[config.mk]
export PLATFORM = sky130hd
export DESIGN_NAME = zone_output_area_select
export DESIGN_NICKNAME = d
export VERILOG_FILES = /design/src/design/zone_sel_pkg.sv /design/src/design/zone_output_area_select.sv
export SDC_FILE = /design/constraint.sdc
export NUM_CORES = 1
export LEC_CHECK = 0
export BUFFER_PORTS_ARGS = -buffer_cell sky130_fd_sc_hd__buf_2
export CAP_MARGIN = 5
export CORE_MARGIN = 3
export CORE_UTILIZATION = 50
export CTS_CLUSTER_DIAMETER = 30
export DETAILED_ROUTE_END_ITERATION = 10
export GPL_TIMING_DRIVEN = 0
export PLACE_DENSITY = 0.75
export SLEW_MARGIN = 30
export SYNTH_ARGS = -nofsm -noshare
export SYNTH_HDL_FRONTEND = slang
export SYNTH_SLANG_ARGS = --single-unit
[constraint.sdc]
create_clock -name aclk -period 6.5 [get_ports aclk]
set_input_delay 0 -clock aclk [delete_from_list [all_inputs] [get_ports aclk]]
set_output_delay 0 -clock aclk [all_outputs]
set_load 0.1 [all_outputs]
[src/design/zone_sel_pkg.sv]
// constants and types shared by the zone output and area select block
package zone_sel_pkg;

   // ************************************************************
   // clock and timing
   // ************************************************************
   localparam int CLK_HZ           = 100_000_000;
   localparam int SETTLE_DEFAULT_MS = 30;
   localparam int CYCLES_PER_MS    = CLK_HZ / 1000;

   // ************************************************************
   // selection inputs and area space
   // ************************************************************
   localparam int MAX_PAIRS      = 5;
   localparam int MAX_AREAS      = 32;
   localparam int MAX_PAIRS_EDM  = 4;
   localparam int MAX_PAIRS_DUAL = 4;
   localparam int MAX_PAIRS_MUTE = 2;
   localparam int MAX_PAIRS_ENC  = 2;
   localparam int NUM_PATTERNS   = 4;

   // ************************************************************
   // register offsets (byte addresses)
   // ************************************************************
   localparam logic [7:0] ADDR_CONFIG    = 8'h00;
   localparam logic [7:0] ADDR_DELAY     = 8'h04;
   localparam logic [7:0] ADDR_PAT_KIND  = 8'h08;
   localparam logic [7:0] ADDR_PAT_AREA  = 8'h0C;
   localparam logic [7:0] ADDR_STATUS    = 8'h10;

   // ************************************************************
   // field positions and reset values
   // ************************************************************
   localparam int CFG_PAIRS_LSB = 0;
   localparam int CFG_DUAL_BIT  = 3;
   localparam int CFG_ENC_BIT   = 4;
   localparam int CFG_MUTE_BIT  = 5;
   localparam int CFG_EDM_BIT   = 6;
   localparam logic [31:0] CONFIG_RESET   = 32'h0000_0005;
   localparam logic [31:0] DELAY_RESET    = 32'h0000_001E;
   localparam logic [31:0] PAT_KIND_RESET = 32'h0000_00AA;
   localparam logic [31:0] PAT_AREA_RESET = 32'h0000_0000;
   localparam logic [1:0]  RESP_OKAY      = 2'h0;
   localparam logic [1:0]  RESP_SLVERR    = 2'h2;

   // kind of an encoder-mode input pattern
   localparam logic [1:0] PAT_UNUSED  = 2'h0;
   localparam logic [1:0] PAT_STATIC  = 2'h1;
   localparam logic [1:0] PAT_ENCODER = 2'h2;

   // ************************************************************
   // carriers
   // ************************************************************
   typedef struct packed {
      logic [4:0] true_line;
      logic [4:0] inv_line;
   } sel_pins_t;

   typedef struct packed {
      logic prot1;
      logic prot2;
      logic warn1;
      logic warn2;
   } zone_hits_t;

   typedef enum logic [0:0] {SETTLE_IDLE, SETTLE_WAIT} settle_state_t;

   // all state of the block
   typedef struct packed {
      sel_pins_t     sync1;
      sel_pins_t     sync2;
      logic [5:0]    cand;        // {error, decoded index}
      settle_state_t settle;
      logic [16:0]   pre_cnt;
      logic [7:0]    ms_cnt;
      logic [4:0]    active_idx;
      logic          active_err;
      logic [4:0]    active_area;
      logic          fail;
      logic          dual_eff;
      logic [3:0]    safe_out;    // zone1 a,b zone2 a,b
      logic [1:0]    warn_out;
      logic [6:0]    seg_tens;
      logic [6:0]    seg_ones;
      logic [31:0]   config_reg;
      logic [31:0]   delay_reg;
      logic [31:0]   pat_kind;
      logic [31:0]   pat_area;
      logic          bvalid;
      logic [1:0]    bresp;
      logic          rvalid;
      logic [31:0]   rdata;
      logic [1:0]    rresp;
   } zone_state_t;

endpackage : zone_sel_pkg

[src/design/zone_output_area_select.sv]
// zone to output mapping and area selection with an AXI4-Lite register file
// What this block does
// RQ1: one of 32 area sets is always active
// RQ2: protection plus two warnings, or dual protection
// RQ3: dual protection disables warning zone evaluation
// RQ4: obstacle in protection zone turns safety pair off
// RQ5: dual mode: pair one zone1, pair two zone2
// RQ6: obstacle in warning zone turns warning off
// RQ7: warning and safety outputs evaluated independently
// RQ8: controller drives every pair true and inverted
// RQ9: equal levels on a used pair flag error
// RQ10: seven-segment display shows active area number
// RQ11: settling delay before area change, default 30ms
// RQ12: up to five pairs address 32 areas
// RQ13: five pairs: one plus binary, off counts one
// RQ14: four pairs: sixteen areas, same binary decoding
// RQ15: enabled functions limit usable pairs and areas
// RQ16: encoder mode forbids muting and dual protection
// RQ17: encoder mode: four patterns, one must be encoder
// RQ18: encoder pattern maps speed onto 32 areas
// RQ19: three pairs: eight areas, same binary decoding
// RQ20: two pairs four areas, one pair two
// RQ21: selection error forces all safety outputs off
// RQ22: unused higher pairs ignored for decode, checking
//
// Local design decisions: the AXI4-Lite register port and the register offsets.
`timescale 1ns/1ps
`default_nettype none

module zone_output_area_select #(
   parameter int CYCLES_PER_MS = zone_sel_pkg::CYCLES_PER_MS
) (
   input  wire logic                   aclk,
   input  wire logic                   aresetn,
   input  wire zone_sel_pkg::sel_pins_t sel_pins,
   input  wire zone_sel_pkg::zone_hits_t zone_hits,
   input  wire logic [4:0]             encoder_area,
   input  wire logic [31:0]            s_axi_awaddr,
   input  wire logic                   s_axi_awvalid,
   output logic                        s_axi_awready,
   input  wire logic [31:0]            s_axi_wdata,
   input  wire logic [3:0]             s_axi_wstrb,
   input  wire logic                   s_axi_wvalid,
   output logic                        s_axi_wready,
   output logic [1:0]                  s_axi_bresp,
   output logic                        s_axi_bvalid,
   input  wire logic                   s_axi_bready,
   input  wire logic [31:0]            s_axi_araddr,
   input  wire logic                   s_axi_arvalid,
   output logic                        s_axi_arready,
   output logic [31:0]                 s_axi_rdata,
   output logic [1:0]                  s_axi_rresp,
   output logic                        s_axi_rvalid,
   input  wire logic                   s_axi_rready,
   output logic                        zone1_safe_out_a,
   output logic                        zone1_safe_out_b,
   output logic                        zone2_safe_out_a,
   output logic                        zone2_safe_out_b,
   output logic                        warn_zone_out_1,
   output logic                        warn_zone_out_2,
   output logic [4:0]                  active_area,
   output logic                        input_error,
   output logic [6:0]                  seg_tens,
   output logic [6:0]                  seg_ones
);

   // ************************************************************
   // helpers
   // ************************************************************

   // segment pattern gfedcba for one decimal digit
   function automatic logic [6:0] seg7(input logic [3:0] d);
      logic [6:0] s;
      s = 7'h00;
      case (d)
         4'h0: s = 7'h3F;
         4'h1: s = 7'h06;
         4'h2: s = 7'h5B;
         4'h3: s = 7'h4F;
         4'h4: s = 7'h66;
         4'h5: s = 7'h6D;
         4'h6: s = 7'h7D;
         4'h7: s = 7'h07;
         4'h8: s = 7'h7F;
         4'h9: s = 7'h6F;
         default: s = 7'h00;
      endcase
      return s;
   endfunction : seg7

   // merge write data into a register under byte enables
   function automatic logic [31:0] apply_strb(input logic [31:0] old, input logic [31:0] wd,
                                              input logic [3:0] strb);
      logic [31:0] r;
      r = old;
      for (int b = 0; b < 4; b++)
      begin
         if (strb[b])
         begin
            r[b*8 +: 8] = wd[b*8 +: 8];
         end
      end
      return r;
   endfunction : apply_strb

   // ************************************************************
   // state
   // ************************************************************
   zone_sel_pkg::zone_state_t st;
   zone_sel_pkg::zone_state_t next_st;

   logic [2:0]  cfg_pairs;
   logic [2:0]  max_pairs;
   logic [2:0]  eff_pairs;
   logic        enc_mode;
   logic        dual_req;
   logic [4:0]  used_mask;
   logic [4:0]  raw_idx;
   logic        raw_err;
   logic [5:0]  raw;
   logic [1:0]  pat_sel;
   logic [1:0]  sel_kind;
   logic        any_enc;
   logic        cfg_err;
   logic [4:0]  area_idx;
   logic [5:0]  area_num;
   logic        commit;
   logic        wr_go;
   logic        rd_go;
   logic        wr_hit;
   logic [31:0] rd_val;
   logic        rd_hit;

   // mode limits: encoder excludes muting and dual protection
   always_comb
   begin
      enc_mode  = st.config_reg[zone_sel_pkg::CFG_ENC_BIT];
      dual_req  = st.config_reg[zone_sel_pkg::CFG_DUAL_BIT] & ~enc_mode;   // RQ16
      cfg_pairs = st.config_reg[zone_sel_pkg::CFG_PAIRS_LSB +: 3];
      if (enc_mode)                                                       // RQ15
         max_pairs = 3'(zone_sel_pkg::MAX_PAIRS_ENC);
      else if (st.config_reg[zone_sel_pkg::CFG_MUTE_BIT])
         max_pairs = 3'(zone_sel_pkg::MAX_PAIRS_MUTE);
      else if (st.config_reg[zone_sel_pkg::CFG_EDM_BIT] | dual_req)
         max_pairs = 3'(zone_sel_pkg::MAX_PAIRS_EDM);
      else
         max_pairs = 3'(zone_sel_pkg::MAX_PAIRS);                           // RQ12
      if (cfg_pairs == 3'h0)
         eff_pairs = 3'h1;
      else if (cfg_pairs > max_pairs)
         eff_pairs = max_pairs;
      else
         eff_pairs = cfg_pairs;
   end

   // ************************************************************
   // decode of the synchronised selection pairs
   // ************************************************************
   genvar gi;
   generate
      for (gi = 0; gi < zone_sel_pkg::MAX_PAIRS; gi++)
      begin : g_pair
         // pairs above the configured count are masked out
         assign used_mask[gi] = (3'(gi) < eff_pairs);                      // RQ22
         // an off true line adds its binary weight
         assign raw_idx[gi]   = used_mask[gi] & ~st.sync2.true_line[gi];    // RQ13 RQ14 RQ19 RQ20
      end
   endgenerate

   // complement check over used pairs only
   assign raw_err = |(used_mask & ~(st.sync2.true_line ^ st.sync2.inv_line));  // RQ9
   assign raw     = {raw_err, raw_idx};

   // encoder-mode pattern resolution from the settled index
   always_comb
   begin
      pat_sel  = st.active_idx[1:0];
      sel_kind = st.pat_kind[{pat_sel, 1'b0} +: 2];
      any_enc  = 1'b0;
      for (int p = 0; p < zone_sel_pkg::NUM_PATTERNS; p++)
      begin
         if (st.pat_kind[p*2 +: 2] == zone_sel_pkg::PAT_ENCODER)
            any_enc = 1'b1;
      end
      cfg_err  = enc_mode & (~any_enc | (sel_kind == zone_sel_pkg::PAT_UNUSED)  // RQ17
                             | (sel_kind == 2'h3));
      if (!enc_mode)
         area_idx = st.active_idx;                                          // RQ1
      else if (sel_kind == zone_sel_pkg::PAT_ENCODER)
         area_idx = encoder_area;                                           // RQ18
      else
         area_idx = st.pat_area[pat_sel*5 +: 5];
      area_num = {1'b0, area_idx} + 6'h01;
   end

   localparam zone_sel_pkg::settle_state_t SETTLE_WAIT_C = zone_sel_pkg::SETTLE_WAIT;

   // settled value is taken once the delay has run out
   assign commit = (st.settle == SETTLE_WAIT_C) && (raw == st.cand) && (st.ms_cnt >= st.delay_reg[7:0]);

   // ************************************************************
   // AXI4-Lite handshakes and read mux
   // ************************************************************
   assign s_axi_awready = ~st.bvalid & s_axi_awvalid & s_axi_wvalid;
   assign s_axi_wready  = ~st.bvalid & s_axi_awvalid & s_axi_wvalid;
   assign s_axi_arready = ~st.rvalid;
   assign wr_go         = s_axi_awready;
   assign rd_go         = s_axi_arvalid & ~st.rvalid;
   assign wr_hit        = (s_axi_awaddr[7:0] <= zone_sel_pkg::ADDR_PAT_AREA) &&
                          (s_axi_awaddr[1:0] == 2'h0) && (s_axi_awaddr[31:8] == 24'h000000);

   always_comb
   begin
      rd_val = 32'h0000_0000;
      rd_hit = (s_axi_araddr[31:8] == 24'h000000);
      case (s_axi_araddr[7:0])
         zone_sel_pkg::ADDR_CONFIG:   rd_val = {25'h0, st.config_reg[6:0]};
         zone_sel_pkg::ADDR_DELAY:    rd_val = {24'h0, st.delay_reg[7:0]};
         zone_sel_pkg::ADDR_PAT_KIND: rd_val = {24'h0, st.pat_kind[7:0]};
         zone_sel_pkg::ADDR_PAT_AREA: rd_val = {12'h0, st.pat_area[19:0]};
         zone_sel_pkg::ADDR_STATUS:   rd_val = {23'h0, st.settle == SETTLE_WAIT_C, st.fail,
                                                cfg_err, st.active_err, st.active_area};
         default:                     rd_hit = 1'b0;
      endcase
   end

   // ************************************************************
   // next state
   // ************************************************************
   always_comb
   begin
      next_st = st;
      // two-flop synchroniser on the selection pins
      next_st.sync1 = sel_pins;
      next_st.sync2 = st.sync1;

      // settling: restart on any change, commit after the delay
      if (raw != st.cand)
      begin
         next_st.cand    = raw;                                             // RQ11
         next_st.settle  = zone_sel_pkg::SETTLE_WAIT;
         next_st.pre_cnt = 17'h00000;
         next_st.ms_cnt  = 8'h00;
      end
      else
      begin
         case (st.settle)
            zone_sel_pkg::SETTLE_IDLE:
            begin
               next_st.pre_cnt = 17'h00000;
            end
            zone_sel_pkg::SETTLE_WAIT:
            begin
               if (commit)
               begin
                  next_st.active_idx = st.cand[4:0];                        // RQ11
                  next_st.active_err = st.cand[5];
                  next_st.settle     = zone_sel_pkg::SETTLE_IDLE;
               end
               else if (st.pre_cnt == 17'(CYCLES_PER_MS - 1))
               begin
                  next_st.pre_cnt = 17'h00000;
                  next_st.ms_cnt  = st.ms_cnt + 8'h01;
               end
               else
               begin
                  next_st.pre_cnt = st.pre_cnt + 17'h00001;
               end
            end
            default:
            begin
               next_st.settle = zone_sel_pkg::SETTLE_IDLE;
            end
         endcase
      end

      // output stage
      next_st.dual_eff    = dual_req;                                       // RQ2
      next_st.fail        = st.active_err | cfg_err;                        // RQ21
      next_st.active_area = area_idx;
      next_st.seg_tens    = seg7(4'(area_num / 6'd10));                     // RQ10
      next_st.seg_ones    = seg7(4'(area_num % 6'd10));
      next_st.safe_out[3:2] = {2{~zone_hits.prot1 & ~st.fail}};             // RQ4 RQ21
      if (st.dual_eff)
         next_st.safe_out[1:0] = {2{~zone_hits.prot2 & ~st.fail}};          // RQ5
      else
         next_st.safe_out[1:0] = {2{~zone_hits.prot1 & ~st.fail}};
      // warnings never look at the safety path
      if (st.dual_eff)
         next_st.warn_out = 2'h0;                                           // RQ3
      else
         next_st.warn_out = {~zone_hits.warn1, ~zone_hits.warn2};           // RQ6 RQ7

      // register writes
      if (wr_go)
      begin
         next_st.bvalid = 1'b1;
         next_st.bresp  = wr_hit ? zone_sel_pkg::RESP_OKAY : zone_sel_pkg::RESP_SLVERR;
         if (wr_hit)
         begin
            case (s_axi_awaddr[7:0])
               zone_sel_pkg::ADDR_CONFIG:
                  next_st.config_reg = apply_strb(st.config_reg, s_axi_wdata, s_axi_wstrb) & 32'h0000_007F;
               zone_sel_pkg::ADDR_DELAY:
                  next_st.delay_reg  = apply_strb(st.delay_reg, s_axi_wdata, s_axi_wstrb) & 32'h0000_00FF;
               zone_sel_pkg::ADDR_PAT_KIND:
                  next_st.pat_kind   = apply_strb(st.pat_kind, s_axi_wdata, s_axi_wstrb) & 32'h0000_00FF;
               zone_sel_pkg::ADDR_PAT_AREA:
                  next_st.pat_area   = apply_strb(st.pat_area, s_axi_wdata, s_axi_wstrb) & 32'h000F_FFFF;
               default:
                  next_st.bresp      = zone_sel_pkg::RESP_SLVERR;
            endcase
         end
      end
      else if (st.bvalid & s_axi_bready)
      begin
         next_st.bvalid = 1'b0;
      end

      // register reads
      if (rd_go)
      begin
         next_st.rvalid = 1'b1;
         next_st.rdata  = rd_val;
         next_st.rresp  = rd_hit ? zone_sel_pkg::RESP_OKAY : zone_sel_pkg::RESP_SLVERR;
      end
      else if (st.rvalid & s_axi_rready)
      begin
         next_st.rvalid = 1'b0;
      end
   end

   // state register with synchronous reset
   always_ff @(posedge aclk)
   begin
      if (!aresetn)
      begin
         st            <= '0;
         st.cand       <= 6'h00;
         st.fail       <= 1'b1;
         st.settle     <= zone_sel_pkg::SETTLE_WAIT;
         st.config_reg <= zone_sel_pkg::CONFIG_RESET;
         st.delay_reg  <= zone_sel_pkg::DELAY_RESET;
         st.pat_kind   <= zone_sel_pkg::PAT_KIND_RESET;
         st.pat_area   <= zone_sel_pkg::PAT_AREA_RESET;
         st.seg_ones   <= 7'h06;
         st.seg_tens   <= 7'h3F;
      end
      else
      begin
         st <= next_st;
      end
   end

   // ************************************************************
   // outputs
   // ************************************************************
   assign zone1_safe_out_a = st.safe_out[3];
   assign zone1_safe_out_b = st.safe_out[2];
   assign zone2_safe_out_a = st.safe_out[1];
   assign zone2_safe_out_b = st.safe_out[0];
   assign warn_zone_out_1  = st.warn_out[1];
   assign warn_zone_out_2  = st.warn_out[0];
   assign active_area      = st.active_area;
   assign input_error      = st.active_err;
   assign seg_tens         = st.seg_tens;
   assign seg_ones         = st.seg_ones;
   assign s_axi_bvalid     = st.bvalid;
   assign s_axi_bresp      = st.bresp;
   assign s_axi_rvalid     = st.rvalid;
   assign s_axi_rdata      = st.rdata;
   assign s_axi_rresp      = st.rresp;
endmodule : zone_output_area_select

`default_nettype wire

==> results.ini <==
[synthesis]
synth-async-reset-ratio_pct = 0
syn_avg_cell_area_sq_um = 8.81
ys.flop_type = dfxtp_1
syn_inst = 913
yosysTopAreaCellShare_pct = 37.3
yosysSeqAreaShare_pct = 37.3
yosys.cell_count.top_type = dfxtp_1
synth_cell_types = 81
netlist_area_sq_um = 8040
netlist.top_cell.by_area = dfxtp_1
synth_area_leaders = dfxtp_1 (37%), mux2i_1 (6.1%), buf_4 (5.5%)
ys_warn_count = 0
ys_top_cells_by_count = dfxtp_1 (150), nor2_1 (105), nand2_1 (78)
ys_seq_elements = 150
synth-edff-count = 0

[critical_path]
crit_path_cell_trace = buf_6, mux4_2, nor2b_4, buf_12, o31ai_4, inv_4, ha_1, buf_4, a21oi_1, nor2b_1, ha_1, inv_1, nor2_1, o221ai_1, a221o_1, o22ai_4, ha_1, nor3b_1, a221o_2, or4_4, o21ai_0
cp-end-kind = flip-flop
ff2ff_path_depth = 21
worstSetupStartpointType = flip-flop
startpoint = pat_sel[0]$_SDFFE_PN0P_
crit_end = seg_ones[5]$_SDFF_PN0_
critPathRequiredTime_ps = 6850
rr_endpoint = seg_ones[5]$_SDFF_PN0_
critPathKind = flip-flop to flip-flop
crit_top_cell = ha_1
rrSetupSlack_ps = 1350
r2r_start = pat_sel[0]$_SDFFE_PN0P_
critPathSlowestCell = mux4_2
max_stage_delay_ps = 600
critPathMaxFanout = 11
worst_ep_arrival_time_ps = 5500

[place]
postPlaceCellArea_sq_um = 9190
numPortBuffers = 165
place_congestion = 0.949
dpl.hpwl_microns = 15400

[floorplan]
core_area_sq_um = 15500
start_util_pct = 51.9
dieArea_sq_um = 17600
num_rows = 45
die_h_microns = 133
io_pins = 193
die_w_microns = 133

[clock_network]
cts_buffer_depth = 2
tritoncts = built
h-tree-depth = 4
clk_pin_slew_ps = 60
cts-root-buf = clkbuf_16
cts_setup_buffers = 0
cts_resized = 0
hold_buffers = 47
clkLatencyLatePin_ps = 430
clock-sinks = 150
cts_buffers = 17

[global_route]
grt_pass1_vias = 7063
grt_max_degree = 17
antenna_found_initial = 0
grt_pass1_wl_microns = 34600
track_usage_pct = 24.1
overflow = 0

[layout]
fin_area_sq_um = 10300
finalNetCount = 1313
n_antenna_cell = 0
fillers = 1242
areaGrowthSynthToFinish_pct = 27.7
drive_above_1_share_pct = 25.6
seq_area_sq_um = 3000
multi_input_area_sq_um = 4310

[detailed_routing]
first_pass_iters = 5
route.detailed.drc = 0
vias = 7385
routed_wl_microns = 21400
viasPerCell = 5.35
avgRoutedWirePerCell_microns = 15.5
detail-route-antenna-nets = 0
drt_iter0_drc = 646

[timing]
worstMarginPinSlew_ps = 1030
min_period_over_period_pct = 79.2
fmax_mhz = 194
clock_skew_ps = 10.8
fin_crit_ps = 5150
hold_viol = 0
grt_setup_unrepaired = false
setup_violations = 0
final-max-slew-violation-count = 0
slew-limit-headroom_pct = 31.6
fin_setup_tns_ps = 0

[flow_run]
cap_violations = 0

[pwr]
powerDensity_nw_per_um2 = 208
power.leakage_uw = 0.00446
peakVddDrop_mv = 0.193

[min_path]
hp-class = input pin to flip-flop
hold_start = s_axi_awaddr[2]

[outcome]
status = finished clean

state kept, by name (all words and copies together), names as in the netlist:
register and flops:
seg_tens 7, s_axi_rvalid 1, cfg_pairs 3, s_axi_bvalid 1
s_axi_rresp 1, enc_mode 1, s_axi_rdata 20, zone2_safe_out_a 1
s_axi_bresp 1, st 86, active_area 5, warn_zone_out_1 1
next_st 10, zone1_safe_out_b 1, input_error 1, seg_ones 7
warn_zone_out_2 1, pat_sel 2
per-stage QoR:
step / setup WS (ps) / cells / util, % / power, uW / hold WS [ps]
floorplan: 1850 / 926 / - / 1080 / 72.4
global placement: 1470 / 1302 / 59.3 / 1130 / 162
detailed placement: 1400 / 1302 / 59.4 / 1140 / 163
CTS: 1370 / 1381 / 66.3 / 2150 / 0.589
global route: 1100 / 1381 / 66.3 / 2210 / 27.5
finish: 1350 / 1381 / 66.3 / 2140 / 8.12
layer usage:
metal / global-route usage (%) / wire length (microns)
met5: 0 / 0
met4: 6.93 / 378
met3: 6.84 / 1660
met2: 40.5 / 10300
met1: 30.1 / 9060
placed cells by master (no fill, tap or decap), types with 8 or more instances in the layout:
master,count
clkbuf_1,33
nand2b_1,11
dfxtp_1,150
nor4_1,16
inv_1,35
conb_1,14
buf_2,166
mux2i_1,49
a21oi_1,50
o21ai_0,31
buf_4,59
nor3_1,11
ha_1,30
a22oi_1,12
nand3_1,17
xor2_1,8
nor2_1,105
clkbuf_16,17
o211ai_1,9
and2_1,32
nor2b_1,9
nand2_1,78
dlygate4sd3_1,47
a21o_1,8
nand4_1,10
and3_1,16
layout make-up:
| class | instances | area share, % |
|---|---|---|
| Timing Repair Buffer | 212 | 12.6 |
| Buffer | 101 | 6.38 |
| Multi-Input combinational cell | 639 | 42.0 |
| Sequential cell | 150 | 29.2 |
| Clock inverter | 10 | 1.16 |
| Tap cell | 211 | 2.57 |
| Clock buffer | 22 | 4.71 |
| Inverter | 36 | 1.34 |
critical path: cells and delay by family (launching register included):
kind / cells / cell delay (ps)
AOI/OAI and AO/OA: 7 / 1860
muxes: 1 / 600
adders and majority gates: 3 / 750
and+or+nand+nor: 5 / 850
DFF: 1 / 320
buffers and inverters: 5 / 670
how the worst min path moves through the flow:
stage	endpoint	slack (ps)	cells after the start
final	st[107]$_SDFFE_PN0P_	8	4
after global routing	st[107]$_SDFFE_PN0P_	30	4
after CTS	st[107]$_SDFFE_PN0P_	0.6	4
after detailed placement	warn_zone_out_1$_SDFF_PP0_	160	2
after global placement	warn_zone_out_1$_SDFF_PP0_	160	2
after floorplan	warn_zone_out_1$_SDFF_PP0_	70	1
power breakdown:
| part | total [uW] | leakage [uW] | internal [uW] | switching [uW] |
|---|---|---|---|---|
| combinational | 201 | 0.00295 | 70.5 | 130 |
| sequential | 937 | 0.00122 | 931 | 5.84 |
| clock | 1000 | 0.000289 | 607 | 394 |
| total | 2140 | 0.00446 | 1610 | 530 |
cells by family after synthesis:
family                   share of synthesized area, %
AND/OR/NAND/NOR                                  22.0
AO/OA/AOI/OAI                                    14.6
flip-flops                                       37.3
buffers and inverters                            9.86
multiplexers                                     9.72
adder cells (fa/ha/maj)                          4.67
XOR/XNOR                                         1.84
other                                          0.0466
Power figures use the tool's default switching activity.
